File: config.mk
export PLATFORM = sky130hd
export DESIGN_NAME = fpc_console
export DESIGN_NICKNAME = d
export VERILOG_FILES = /design/src/verilog/fpc_console.v
export VERILOG_INCLUDE_DIRS = /design/src /design/src/verilog
export SDC_FILE = /design/constraint.sdc
export NUM_CORES = 1
export LEC_CHECK = 0
export BUFFER_PORTS_ARGS = -buffer_cell sky130_fd_sc_hd__buf_2
export CAP_MARGIN = 20
export CORE_MARGIN = 2
export CORE_UTILIZATION = 39
export DETAILED_ROUTE_END_ITERATION = 10
export MAX_ROUTING_LAYER = met4
export PLACE_DENSITY_LB_ADDON = 0.08
export SLEW_MARGIN = 30
export SYNTH_ARGS = -nofsm -noshare
export SYNTH_HDL_FRONTEND = slang
export SYNTH_SLANG_ARGS = --single-unit
File: constraint.sdc
create_clock -name pclk -period 8.6 [get_ports pclk]
set_clock_uncertainty 0.2 [all_clocks]
set_input_delay 0.86 -clock pclk [delete_from_list [all_inputs] [get_ports pclk]]
set_output_delay 0.86 -clock pclk [all_outputs]
set_load 0.01 [all_outputs]
File: src/verilog/fpc_consts.vh
`ifndef FPC_CONSTS_VH
`define FPC_CONSTS_VH
// ==========================================================
// timing
`define FPC_CLK_MHZ       100
`define FPC_DEBOUNCE_US   1000
// ==========================================================
// console addressing
`define FPC_GREG_BASE     22'h3F_FFC0
`define FPC_GREG_HI       17:4
`define FPC_GREG_TAG      18'h3_FFFC
`define FPC_MEM_STEP      16'h0002
`define FPC_GREG_STEP     4'h1
`define FPC_BLOCK_HI      21:16
`define FPC_SEL_XLAT      3'h6
`define FPC_SEL_PHYS      3'h7
// ==========================================================
// apb register map
`define FPC_OFF_CTRL      12'h000
`define FPC_OFF_STATUS    12'h004
`define FPC_OFF_ADDR      12'h008
`define FPC_OFF_DATA      12'h00C
`define FPC_CTRL_KEYOFF   0
`define FPC_ST_RUN        0
`define FPC_ST_FAULT      1
`define FPC_ST_LREAD      2
`define FPC_ST_LWRITE     3
`define FPC_ST_LREG       4
`define FPC_ST_BUSY       5
`define FPC_ST_HALT       6
`define FPC_ZERO32        32'h0000_0000
`define FPC_NONE          2'h0
`define FPC_READ          2'h1
`define FPC_WRITE         2'h2
`endif
File: src/verilog/fpc_console.v
`include "fpc_consts.vh"
module fpc_console #(
  parameter NKEY     = 5,
  parameter DEB_CYC  = `FPC_DEBOUNCE_US * `FPC_CLK_MHZ
) (
  input  wire        pclk,
  input  wire        presetn,
  input  wire        psel,
  input  wire        penable,
  input  wire        pwrite,
  input  wire [11:0] paddr,
  input  wire [31:0] pwdata,
  output reg  [31:0] prdata,
  output reg         pready,
  output reg         pslverr,
  input  wire        address_load_key,
  input  wire        read_location_key,
  input  wire        write_location_key,
  input  wire        resume_key,
  input  wire        start_key,
  input  wire        run_stop_halt,
  input  wire        one_transfer_step,
  input  wire        power_lock,
  input  wire [21:0] switch_reg,
  input  wire [2:0]  addr_select,
  output reg  [21:0] addr_display,
  output reg  [15:0] data_display,
  output reg         addressing_fault_lamp,
  output reg         parity_fault_lamp,
  input  wire        cpu_running,
  output reg         cpu_halt_req,
  output reg         sys_clear,
  output reg         cpu_start,
  output reg  [21:0] cpu_start_addr,
  output reg         cpu_resume,
  output reg         cpu_step_inst,
  output reg         cpu_step_bus,
  output reg         dma_grant_transfers,
  output reg         mmu_req,
  output reg  [15:0] mmu_vaddr,
  output reg  [2:0]  mmu_mode_space,
  input  wire        mmu_ack,
  input  wire [21:0] mmu_paddr,
  input  wire        mmu_fault,
  output reg         mem_req,
  output reg         mem_wr,
  output reg  [21:0] mem_addr,
  output reg  [15:0] mem_wdata,
  input  wire        mem_ack,
  input  wire [15:0] mem_rdata,
  input  wire        mem_addr_fault,
  input  wire        mem_parity_fault,
  output reg         reg_req,
  output reg         reg_wr,
  output reg  [3:0]  reg_index,
  output reg  [15:0] reg_wdata,
  input  wire        reg_ack,
  input  wire [15:0] reg_rdata
);

  // ==========================================================
  // states
  localparam S_IDLE  = 3'd0;
  localparam S_START = 3'd1;
  localparam S_MMU   = 3'd2;
  localparam S_MEM   = 3'd3;
  localparam S_REG   = 3'd4;

  localparam K_LOAD = 0;
  localparam K_READ = 1;
  localparam K_WRT  = 2;
  localparam K_RES  = 3;
  localparam K_STA  = 4;

  // true when a full address falls in the general register window
  function is_greg;
    input [21:0] a;
    begin
      is_greg = (a[21:4] == `FPC_GREG_TAG);
    end
  endfunction

  // ==========================================================
  // panel input synchronisers
  wire [NKEY-1:0] key_raw = {start_key, resume_key, write_location_key,
                             read_location_key, address_load_key};
  reg  [NKEY-1:0] key_s1;
  reg  [NKEY-1:0] key_s2;
  reg  [3:0]      lev_s1;
  reg  [3:0]      lev_s2;
  reg  [21:0]     sw_s1;
  reg  [21:0]     sw_s2;
  reg  [2:0]      sel_s1;
  reg  [2:0]      sel_s2;

  // the first stage is read only by the second stage
  always @(posedge pclk or negedge presetn) begin
    if (!presetn) begin
      key_s1 <= {NKEY{1'b0}};
      key_s2 <= {NKEY{1'b0}};
      lev_s1 <= 4'h0;
      lev_s2 <= 4'h0;
      sw_s1  <= 22'h00_0000;
      sw_s2  <= 22'h00_0000;
      sel_s1 <= 3'h0;
      sel_s2 <= 3'h0;
    end else begin
      key_s1 <= key_raw;
      key_s2 <= key_s1;
      lev_s1 <= {power_lock, one_transfer_step, run_stop_halt, 1'b0};
      lev_s2 <= lev_s1;
      sw_s1  <= switch_reg;
      sw_s2  <= sw_s1;
      sel_s1 <= addr_select;
      sel_s2 <= sel_s1;
    end
  end

  wire halt_lvl = lev_s2[1];
  wire bus_step = lev_s2[2];
  wire locked   = lev_s2[3];

  // ==========================================================
  // debounce and single edge per key
  wire [NKEY-1:0] key_pulse;
  genvar gi;
  generate
    for (gi = 0; gi < NKEY; gi = gi + 1) begin : g_deb
      reg [31:0] cnt;
      reg        stable;
      reg        pulse;
      // one driver per bit: each slice owns its own pulse flop
      assign key_pulse[gi] = pulse;
      // a key must hold its new level for the whole window to count
      always @(posedge pclk or negedge presetn) begin
        if (!presetn) begin
          cnt    <= 32'h0000_0000;
          stable <= 1'b0;
          pulse  <= 1'b0;
        end else begin
          pulse <= 1'b0;
          if (key_s2[gi] == stable) begin
            cnt <= 32'h0000_0000;
          end else if (cnt >= DEB_CYC - 1) begin
            cnt    <= 32'h0000_0000;
            stable <= key_s2[gi];
            pulse  <= key_s2[gi];
          end else begin
            cnt <= cnt + 32'h0000_0001;
          end
        end
      end
    end
  endgenerate

  // ==========================================================
  // apb registers and key gating
  reg        keys_off;
  reg [2:0]  state;
  reg [1:0]  last_op;
  reg        last_reg;
  reg        fault;
  reg        cur_wr;
  reg [21:0] addr_reg;
  reg [21:0] xlat_addr;

  wire keys_ok  = !locked && !keys_off;
  wire idle     = (state == S_IDLE);
  wire p_load   = key_pulse[K_LOAD] && keys_ok && idle && !bus_step;
  wire p_read   = key_pulse[K_READ] && keys_ok && idle && !bus_step;
  wire p_write  = key_pulse[K_WRT] && keys_ok && idle && !bus_step;
  wire p_res    = key_pulse[K_RES] && keys_ok && idle;
  wire p_start  = key_pulse[K_STA] && keys_ok && idle;
  wire apb_wr   = psel && penable && pready && pwrite;

  reg [31:0] rd_mux;
  reg        rd_hit;
  // decode for the read data and the unmapped answer
  always @* begin
    rd_mux = `FPC_ZERO32;
    rd_hit = 1'b1;
    case (paddr)
      `FPC_OFF_CTRL:   rd_mux = {31'h0000_0000, keys_off};
      `FPC_OFF_STATUS: rd_mux = {25'h000_0000, halt_lvl, !idle, last_reg,
                                 last_op == `FPC_WRITE, last_op == `FPC_READ,
                                 fault, cpu_running};
      `FPC_OFF_ADDR:   rd_mux = {10'h000, addr_reg};
      `FPC_OFF_DATA:   rd_mux = {16'h0000, data_display};
      default:         rd_hit = 1'b0;
    endcase
  end

  // one wait-free access: ready is registered in the setup cycle and is high in the first access cycle
  always @(posedge pclk or negedge presetn) begin
    if (!presetn) begin
      pready   <= 1'b0;
      pslverr  <= 1'b0;
      prdata   <= `FPC_ZERO32;
      keys_off <= 1'b0;
    end else begin
      pready  <= psel && !penable;
      pslverr <= psel && !penable && !rd_hit;
      prdata  <= (psel && !penable && !pwrite) ? rd_mux : `FPC_ZERO32;
      if (apb_wr && paddr == `FPC_OFF_CTRL) begin
        keys_off <= pwdata[`FPC_CTRL_KEYOFF];
      end
    end
  end

  // ==========================================================
  // step address calculation
  reg [21:0] step_addr;
  reg [15:0] mem_next;
  always @* begin
    mem_next = addr_reg[15:0] + `FPC_MEM_STEP;
    if (last_reg) begin
      step_addr = {addr_reg[21:4], addr_reg[3:0] + `FPC_GREG_STEP};
    end else if (is_greg({addr_reg[`FPC_BLOCK_HI], mem_next})) begin
      step_addr = {addr_reg[`FPC_BLOCK_HI], 16'h0000};
    end else begin
      step_addr = {addr_reg[`FPC_BLOCK_HI], mem_next};
    end
  end
  // the register step carries only into bit 3, so 717 wraps to 700

  // ==========================================================
  // execution control and console access sequencer
  reg [21:0] acc_addr;
  always @* begin
    acc_addr = addr_reg;
    if ((p_read && last_op == `FPC_READ) ||
        (p_write && last_op == `FPC_WRITE)) begin
      acc_addr = step_addr;
    end
  end

  always @(posedge pclk or negedge presetn) begin
    if (!presetn) begin
      state                 <= S_IDLE;
      last_op               <= `FPC_NONE;
      last_reg              <= 1'b0;
      fault                 <= 1'b0;
      cur_wr                <= 1'b0;
      addr_reg              <= 22'h00_0000;
      xlat_addr             <= 22'h00_0000;
      addr_display          <= 22'h00_0000;
      data_display          <= 16'h0000;
      addressing_fault_lamp <= 1'b0;
      parity_fault_lamp     <= 1'b0;
      cpu_halt_req          <= 1'b0;
      sys_clear             <= 1'b0;
      cpu_start             <= 1'b0;
      cpu_start_addr        <= 22'h00_0000;
      cpu_resume            <= 1'b0;
      cpu_step_inst         <= 1'b0;
      cpu_step_bus          <= 1'b0;
      dma_grant_transfers   <= 1'b1;
      mmu_req               <= 1'b0;
      mmu_vaddr             <= 16'h0000;
      mmu_mode_space        <= 3'h0;
      mem_req               <= 1'b0;
      mem_wr                <= 1'b0;
      mem_addr              <= 22'h00_0000;
      mem_wdata             <= 16'h0000;
      reg_req               <= 1'b0;
      reg_wr                <= 1'b0;
      reg_index             <= 4'h0;
      reg_wdata             <= 16'h0000;
    end else begin
      sys_clear     <= 1'b0;
      cpu_start     <= 1'b0;
      cpu_resume    <= 1'b0;
      cpu_step_inst <= 1'b0;
      cpu_step_bus  <= 1'b0;
      // lever level alone halts; returning to enable starts nothing
      cpu_halt_req        <= halt_lvl;
      dma_grant_transfers <= !(halt_lvl && bus_step);
      // the view selector picks what the address lamps show, the load width and the mmu or physical access path
      addr_display <= (sel_s2 == `FPC_SEL_XLAT) ? xlat_addr : addr_reg;
      case (state)
        S_IDLE: begin
          if (p_start && !cpu_running) begin
            sys_clear <= 1'b1;
            last_op   <= `FPC_NONE;
            if (!halt_lvl) begin
              state <= S_START;
            end
          end else if (p_res && !cpu_running) begin
            if (!halt_lvl) begin
              cpu_resume <= 1'b1;
            end else if (bus_step) begin
              cpu_step_bus <= 1'b1;
            end else begin
              cpu_step_inst <= 1'b1;
            end
          end else if (p_load) begin
            // a fresh load is the only way out of a fault
            addr_reg <= (sel_s2 < `FPC_SEL_XLAT) ?
                        {6'h00, sw_s2[15:0]} : sw_s2;
            fault                 <= 1'b0;
            addressing_fault_lamp <= 1'b0;
            parity_fault_lamp     <= 1'b0;
            last_op               <= `FPC_NONE;
          end else if ((p_read || p_write) && !fault) begin
            addr_reg <= acc_addr;
            cur_wr   <= p_write;
            last_op  <= p_write ? `FPC_WRITE : `FPC_READ;
            last_reg <= is_greg(acc_addr);
            if (is_greg(acc_addr)) begin
              state     <= S_REG;
              reg_req   <= 1'b1;
              reg_wr    <= p_write;
              reg_index <= acc_addr[3:0];
              reg_wdata <= sw_s2[15:0];
            end else if (sel_s2 < `FPC_SEL_XLAT) begin
              state          <= S_MMU;
              mmu_req        <= 1'b1;
              mmu_vaddr      <= acc_addr[15:0];
              mmu_mode_space <= sel_s2;
            end else begin
              state     <= S_MEM;
              mem_req   <= 1'b1;
              mem_wr    <= p_write;
              mem_addr  <= acc_addr;
              mem_wdata <= sw_s2[15:0];
            end
          end
        end
        S_START: begin
          // run begins the cycle after the clear pulse
          cpu_start      <= 1'b1;
          cpu_start_addr <= addr_reg;
          state          <= S_IDLE;
        end
        S_MMU: begin
          if (mmu_ack) begin
            mmu_req <= 1'b0;
            if (mmu_fault) begin
              fault                 <= 1'b1;
              addressing_fault_lamp <= 1'b1;
              state                 <= S_IDLE;
            end else begin
              xlat_addr <= mmu_paddr;
              state     <= S_MEM;
              mem_req   <= 1'b1;
              mem_wr    <= cur_wr;
              mem_addr  <= mmu_paddr;
              mem_wdata <= sw_s2[15:0];
            end
          end
        end
        S_MEM: begin
          if (mem_ack) begin
            mem_req <= 1'b0;
            state   <= S_IDLE;
            if (mem_addr_fault || mem_parity_fault) begin
              fault                 <= 1'b1;
              addressing_fault_lamp <= mem_addr_fault;
              parity_fault_lamp     <= mem_parity_fault;
            end else begin
              data_display <= cur_wr ? mem_wdata : mem_rdata;
            end
          end
        end
        S_REG: begin
          if (reg_ack) begin
            reg_req      <= 1'b0;
            state        <= S_IDLE;
            data_display <= cur_wr ? reg_wdata : reg_rdata;
          end
        end
        default: begin
          state <= S_IDLE;
        end
      endcase
    end
  end

endmodule // fpc_console

==> results of run 1 <==
## report_power, final
| group | switching, W | internal [W] |
|---|---|---|
| clock | 0.000874 | 0.00137 |
| sequential | 0.000353 | 0.00253 |
| combinational | 0.000743 | 0.000597 |
| total | 0.00197 | 0.00450 |
## worst paths after layout
| path | startpoint | end | cells past startpoint |
|---|---|---|---|
| worst max register to register | addr_reg[1]$_DFFE_PN0P_ | mem_wr$_DFFE_PN0P_ | 10 |
| worst min register to register | key_s1[1]$_DFF_PN0_ | key_s2[1]$_DFF_PN0_ | 0 |
| min in group pclk | key_s1[1]$_DFF_PN0_ | key_s2[1]$_DFF_PN0_ | 0 |
| worst max-delay path | addr_reg[1]$_DFFE_PN0P_ | mem_wr$_DFFE_PN0P_ | 10 |
| max in group asynchronous | presetn | mmu_mode_space[1]$_DFFE_PN0P_ | 3 |
| worst min-delay path | presetn | data_display[10]$_DFFE_PN0P_ | 1 |
## through the flow
stage          hold slack (ns)  worst slack [ns]  total power, W  cells
2_1_floorplan           0.1312             5.268        0.003636   1684
3_3_place_gp            0.1322             3.995        0.004263   2511
3_5_place_dp            0.1347             3.981        0.004287   2511
4_1_cts                0.02395             3.990        0.006565   2604
5_1_grt                0.04263             3.669        0.006822   2612
6_report               0.02394             3.990        0.006465   2614
## worst max-delay path: stages (launching register included)
cell and delay (ns):
dfrtp_1 0.74, ha_1 0.72, and3b_1 0.24, o211ai_1 0.11, a2111oi_0 0.40, and4_1 0.34
a211oi_4 0.11, nand2_2 0.12, a31o_2 0.58, buf_4 0.51, mux2_2 0.39
## layer usage
layer,GRT usage (%),vias up
met4,6.151,0
met5,-,-
met3,4.145,67
met1,25.35,6423
li1,-,6185
met2,33.25,309
## kinds of logic (layout without fill, tap and decap cells)
kind of cell / after synthesis / after routing / synth area share [%]
and+or+nand+nor: 605 / 605 / 14.96
DFF: 464 / 464 / 61.64
AOI/OAI and AO/OA: 191 / 191 / 6.488
muxes: 155 / 155 / 10.39
buffers and inverters: 99 / 406 / 2.411
xor gates and xnor gates: 78 / 78 / 3.626
adders and majority gates: 7 / 7 / 0.4648
other: 1 / 93 / 0.01990
## synthesized netlist by cell type (all sizes together), types with 7 or more instances
cell    count  area share (%)
nand2     217             4.3
xnor2      35             1.6
inv        11            0.22
mux2      135             8.3
nor2      159             3.2
nand4      31             1.0
a31oi      24            0.80
nor4       25            0.91
ha          7            0.46
nor3       26            0.69
and2       15            0.50
nor2b      11            0.37
o21ai      65             1.7
or3        10            0.33
mux4       16             1.9
a22oi      14            0.56
and3       19            0.63
buf        26            0.96
nor3b       9            0.36
dfrtp     463              61
a21oi      34            0.90
clkbuf     62             1.2
nand2b     11            0.37
nand3      51             1.4
and4        9            0.42
xor2       43             2.0
## area by class of cell
cell class	instances	area [sq um]	area share, %
repair buffers	302	1627	7.099
multi-input cells	1121	7102	30.99
flip-flops and latches	464	11610	50.68
diodes	8	20.02	0.08737
clock inverters	19	270.3	1.179
inverters	11	41.29	0.1802
well taps	615	769.5	3.358
clock buffers	74	1471	6.422
==> metrics.md, run 1 <==
| Metric | Value |
|---|---|
| HPWL after detailed placement | 34.19 mm |
| Post-CTS Hold Fix Bufs | 0 |
| Synthesis-to-finish area growth | 21.62% |
| Placed cell area | 21,100 sq um |
| Antenna-violating nets left | 0 |
| Max FFs per register | 160 |
| Worst Hold Class | in2async |
| Fill cell count | 4,376 |
| Final Cycle Share | 53.61% |
| Gr ovfl total | 0 |
| Final GP Congestion | 0.8629 |
| Layout cells sized above 1 | 27.62% |
| # rows | 80 |
| Worst setup EP type | flip-flop |
| Die Span Y | 223.8 um |
| Overall routed net length | 48.61 mm |
| Async SR Flop Fraction | 100.0% |
| Post-route DRC | 0 |
| Peak VDD IR | 0.1489 mV |
| Static Leak | 10.84 nW |
| Post-CTS sizing | 0 |
| CTS sink cnt | 464 |
| Final Net Count | 2,100 |
| Critical path data arrival time | 4.88 ns |
| Most frequent cells in the layout | 463 x dfrtp_1, 285 x buf_2, 216 x nand2_1, 158 x nor2_1, 125 x mux2_2 |
| Final setup TNS | 0 ns |
| Most flops, register | g_deb.cnt |
| Drt initial violations | 925 |
| Worst reg-to-reg setup slack | 3.99 ns |
| Port Buffers | 286 |
| IO Count | 328 |
| Wire per inst | 18.59 um |
| Gr usage total | 20.25% |
| First-pass GRT wire length | 75.80 mm |
| Count of final hold-check violations | 0 |
| Die width | 223.8 um |
| Slew HR | 35.55% |
| Worst Path Class, Setup | reg2reg |
| Total Die Area | 50,080 sq um |
| Clk root buf | clkbuf_16 |
| Initial core utilization | 39.46% |
| Slew Viols, Final | 0 |
| Initial antenna violation count | 8 |
| Sequential fraction of the synthesis area | 61.64% |
| Via-to-Cell Ratio | 4.967 |
| Vias in the first global route | 12,856 |
| Top layer in use | met4 |
| Yosys reg bits | 464 |
| CTS tree | yes |
| M1 WL | 20.59 mm |
| Max Cap Viol | 0 |
| Status | finished, final reports clean |
| CTS Buffer Depth | 3 |
| Setup repair after global routing missed its margin | false |
| Fmax | 216.9 MHz |
| Synth Cell Area | 18,840 sq um |
| Setup crit start kind | flip-flop |
| Clk_lat worst skew | 0.59 ns |
| # H-tree levels | 2 |
| Routed wire length on met3 | 2.546 mm |
| Syn avg cell area | 11.78 sq um |
| Largest net degree at the start of global routing | 166 |
| Final instance area | 22,910 sq um |
| Post-CTS Setup Bufs | 0 |
| Final Util | 47.99% |
| Met2 Wirelength | 24.34 mm |
| Warnings from Yosys | 0 |
| Minimum clock period | 4.610 ns |
| PwrDens | 282.2 nW/um^2 |
| Required @ worst endpoint | 8.87 ns |
| Syn Inst Count | 1,600 |
| Synth Flop Type | dfrtp_1 |
| Clock-pin slew on the worst setup and hold paths | 0.06 ns |
| CP Max Fanout | 23 |
| Commonest non-fill, non-tap cell in the layout | dfrtp_1 |
| Final Setup Violations | 0 |
| Slew @ Worst Pin | 0.9658 ns |
| Via count | 12,984 |
| Synth cell types | 66 |
| Total CTS buffers | 50 |
| Post-synth EDFFs | 0 |
| Core Box Area | 47,750 sq um |
| Total iterations of the first detailed-routing run | 5 |
Note: power is estimated with default switching activity, not from simulation.
==> run 2: changes to the inputs <==
clock period = 4.65 ns   (was 8.6 ns; I/O delays follow)
==> run 2 against run 1 <==
Net effect: core utilization up 1.4 points; sequential power up 82%; highest routed layer unchanged; cell count up 2.8%; hold slack better by 0.015 ns; non-clock buffer count up 84.
==> metrics.md, run 2 (same netlist as run 1, synthesis figures left out) <==
| Metric | Value |
|---|---|
| Clock-pin slew on the worst setup and hold paths | 0.06 ns (about the same) |
| Vias in the first global route | 13,502 (+5.0%) |
| HPWL after detailed placement | 35.30 mm (+3.2%) |
| CTS tree | yes |
| Fill cell count | 4,424 (+1.1%) |
| Peak VDD IR | 0.2542 mV (+71%) |
| Layout Cells excl Fill | 2,687 (+2.8%) |
| Status | finished, final reports clean |
| Comb pwr share | 22.8% (+2.1 points) |
| Setup crit start kind | flip-flop |
| Met2 Wirelength | 24.78 mm (+1.8%) |
| Placed Cells | 2,533 (+0.88%) |
| IO Count | 328 (unchanged) |
| Critical path data arrival time | 4.09 ns (-0.79 ns) |
| P_int | 0.008263 W (+84%) |
| Final instance area | 23,600 sq um (+3.0%) |
| Slew HR | 41.27% (+5.7 points) |
| Drt initial violations | 774 (-16%) |
| Final Net Count | 2,184 (+4.0%) |
| Flop pwr share | 44.2% (-0.4 points) |
| Worst reg-to-reg setup slack | 0.81 ns (-3.18 ns) |
| Largest net degree at the start of global routing | 111 (-33%) |
| Multi-input gate area | 7102 sq um (unchanged) |
| Storage cell area | 11,610 sq um (unchanged) |
| Final GP Congestion | 0.8747 (+1.4%) |
| Die Span Y | 223.8 um (unchanged) |
| Most flops, register | g_deb.cnt |
| Hold Crit Start | mem_parity_fault |
| Worst R2R Path Depth | 9 (-1) |
| Max FFs per register | 160 (unchanged) |
| Worst setup margin | 0.8139 ns (-3.176 ns) |
| First-pass GRT wire length | 78.17 mm (+3.1%) |
| Initial core utilization | 39.46% (unchanged) |
| Commonest non-fill, non-tap cell in the layout | dfrtp_1 |
| Die width | 223.8 um (unchanged) |
| Via count | 13,284 (+2.3%) |
| # H-tree levels | 2 (unchanged) |
| Most frequent cells in the layout | 463 x dfrtp_1, 285 x buf_2, 216 x nand2_1, 158 x nor2_1, 125 x mux2_2 |
| Post-route DRC | 0 (unchanged) |
| Initial antenna violation count | 6 (-2) |
| Fmax | 260.7 MHz (+20%) |
| Hold WS | 0.03899 ns (+0.01505 ns) |
| Power share of the clock group | 33.0% (-1.6 points) |
| Max Cap Viol | 0 (unchanged) |
| M1 WL | 21.02 mm (+2.1%) |
| Post-CTS Setup Bufs | 0 (unchanged) |
| Worst setup EP type | flip-flop |
| Top layer in use | met4 |
| Final setup TNS | 0 ns (unchanged) |
| Post-Place Worst Slack | 0.8289 ns (-3.152 ns) |
| Wire per inst | 18.53 um (-0.35%) |
| Slew Viols, Final | 0 (unchanged) |
| WHS Endpoint | parity_fault_lamp$_DFFE_PN0P_ |
| Overall routed net length | 49.79 mm (+2.4%) |
| CTS Buffer Depth | 3 (unchanged) |
| Placed cell area | 21,300 sq um (+0.96%) |
| Count of final hold-check violations | 0 (unchanged) |
| Switching portion of total power | 30.37% (-0.091 points) |
| Total Die Area | 50,080 sq um (unchanged) |
| CP Max Fanout | 23 (unchanged) |
| Gr usage total | 20.88% (+0.63 points) |
| R2r endpoint | mem_addr[4]$_DFFE_PN0P_ |
| PwrDens | 502.9 nW/um^2 (+78%) |
| # rows | 80 (unchanged) |
| Hold path depth | 3 |
| Final Setup Violations | 0 (unchanged) |
| Psw | 0.003604 W (+83%) |
| R2r startpoint | addr_reg[6]$_DFFE_PN0P_ |
| Gr ovfl total | 0 (unchanged) |
| Synthesis-to-finish area growth | 25.24% |
| Slew @ Worst Pin | 0.8788 ns (-0.08696 ns) |
| CTS sink cnt | 464 (unchanged) |
| Core Box Area | 47,750 sq um (unchanged) |
| Required @ worst endpoint | 4.90 ns (-3.97 ns) |
| Final Cycle Share | 82.50% (+29 points) |
| Routed wire length on met3 | 2.429 mm (-4.6%) |
| Worst Path Class, Setup | reg2reg |
| Clk root buf | clkbuf_16 |
| Setup repair after global routing missed its margin | false |
| Worst Hold Class | in2reg |
| Total CTS buffers | 50 (unchanged) |
| Layout cells sized above 1 | 27.13% (-0.50 points) |
| Total iterations of the first detailed-routing run | 4 (-1) |
| Antenna-violating nets left | 0 (unchanged) |
| Port Buffers | 286 (unchanged) |
| Via-to-Cell Ratio | 4.944 (-0.47%) |
| Minimum clock period | 3.836 ns (-0.7741 ns) |
| Static Leak | 11.16 nW (+2.9%) |
| Clk_lat worst skew | 0.57 ns (-0.02 ns) |
## run 2: area by class of cell
cell class / instances / share of cell area, %
clock inverter: 8 / 0.5143
tap: 615 / 3.261
inverter: 11 / 0.1750
clock buffer: 78 / 6.390
antenna: 4 / 0.04242
sequential: 464 / 49.21
timing repair buffer: 386 / 10.31
multi-input combinational: 1121 / 30.10
## run 2: how the worst max path moves through the flow
stage                             from                       end  cells after the start
2_1_floorplan     last_reg$_DFFE_PN0P_  mem_addr[11]$_DFFE_PN0P_                     12
3_3_place_gp   addr_reg[6]$_DFFE_PN0P_   mem_addr[0]$_DFFE_PN0P_                      7
3_5_place_dp   addr_reg[6]$_DFFE_PN0P_  mem_addr[14]$_DFFE_PN0P_                     10
4_1_cts        addr_reg[6]$_DFFE_PN0P_   mem_addr[0]$_DFFE_PN0P_                      7
5_1_grt        addr_reg[6]$_DFFE_PN0P_  mem_addr[21]$_DFFE_PN0P_                      9
6_report       addr_reg[6]$_DFFE_PN0P_   mem_addr[4]$_DFFE_PN0P_                      9
## run 2: critical path, cell delays in order, from the launching register on
cell and delay (ns):
dfrtp_1 0.72, and4_1 0.62, nor2_1 0.09, a2111oi_0 0.52, and4_1 0.36, a211oi_4 0.11, nand2_2 0.12, a31o_2 0.18
buf_4 0.41, mux2_2 0.39
## run 2: power groups by stage
stage	Sequential, W	Combinational (W)	Clock (W)
finish	0.00524	0.00270	0.00392
global placement	0.00531	0.00266	0
CTS	0.00526	0.00274	0.00405
global route	0.00533	0.00297	0.00422
detailed placement	0.00533	0.00269	0
floorplan	0.00527	0.00145	0
## run 2: metal layers
layer  vias to the layer above  global-route usage [%]
met2                       264                   34.33
met3                        81                   4.158
li1                       6340                       -
met5                         -                       -
met1                      6599                   25.84
met4                         0                   7.204
## run 2: repair_timing
| action | 4_1_cts | 5_1_grt |
|---|---|---|
| resized for setup | 0 | 0 |
| hold buffers | 63 | 0 |
| hold endpoints to repair | 166 | 0 |
## run 2: stage by stage
stage	utilization [%]	total power, W
floorplan	-	0.006725
global placement	44.60	0.007974
detailed placement	44.61	0.008019
CTS	49.34	0.01205
global route	49.42	0.01251
finish	49.42	0.01187
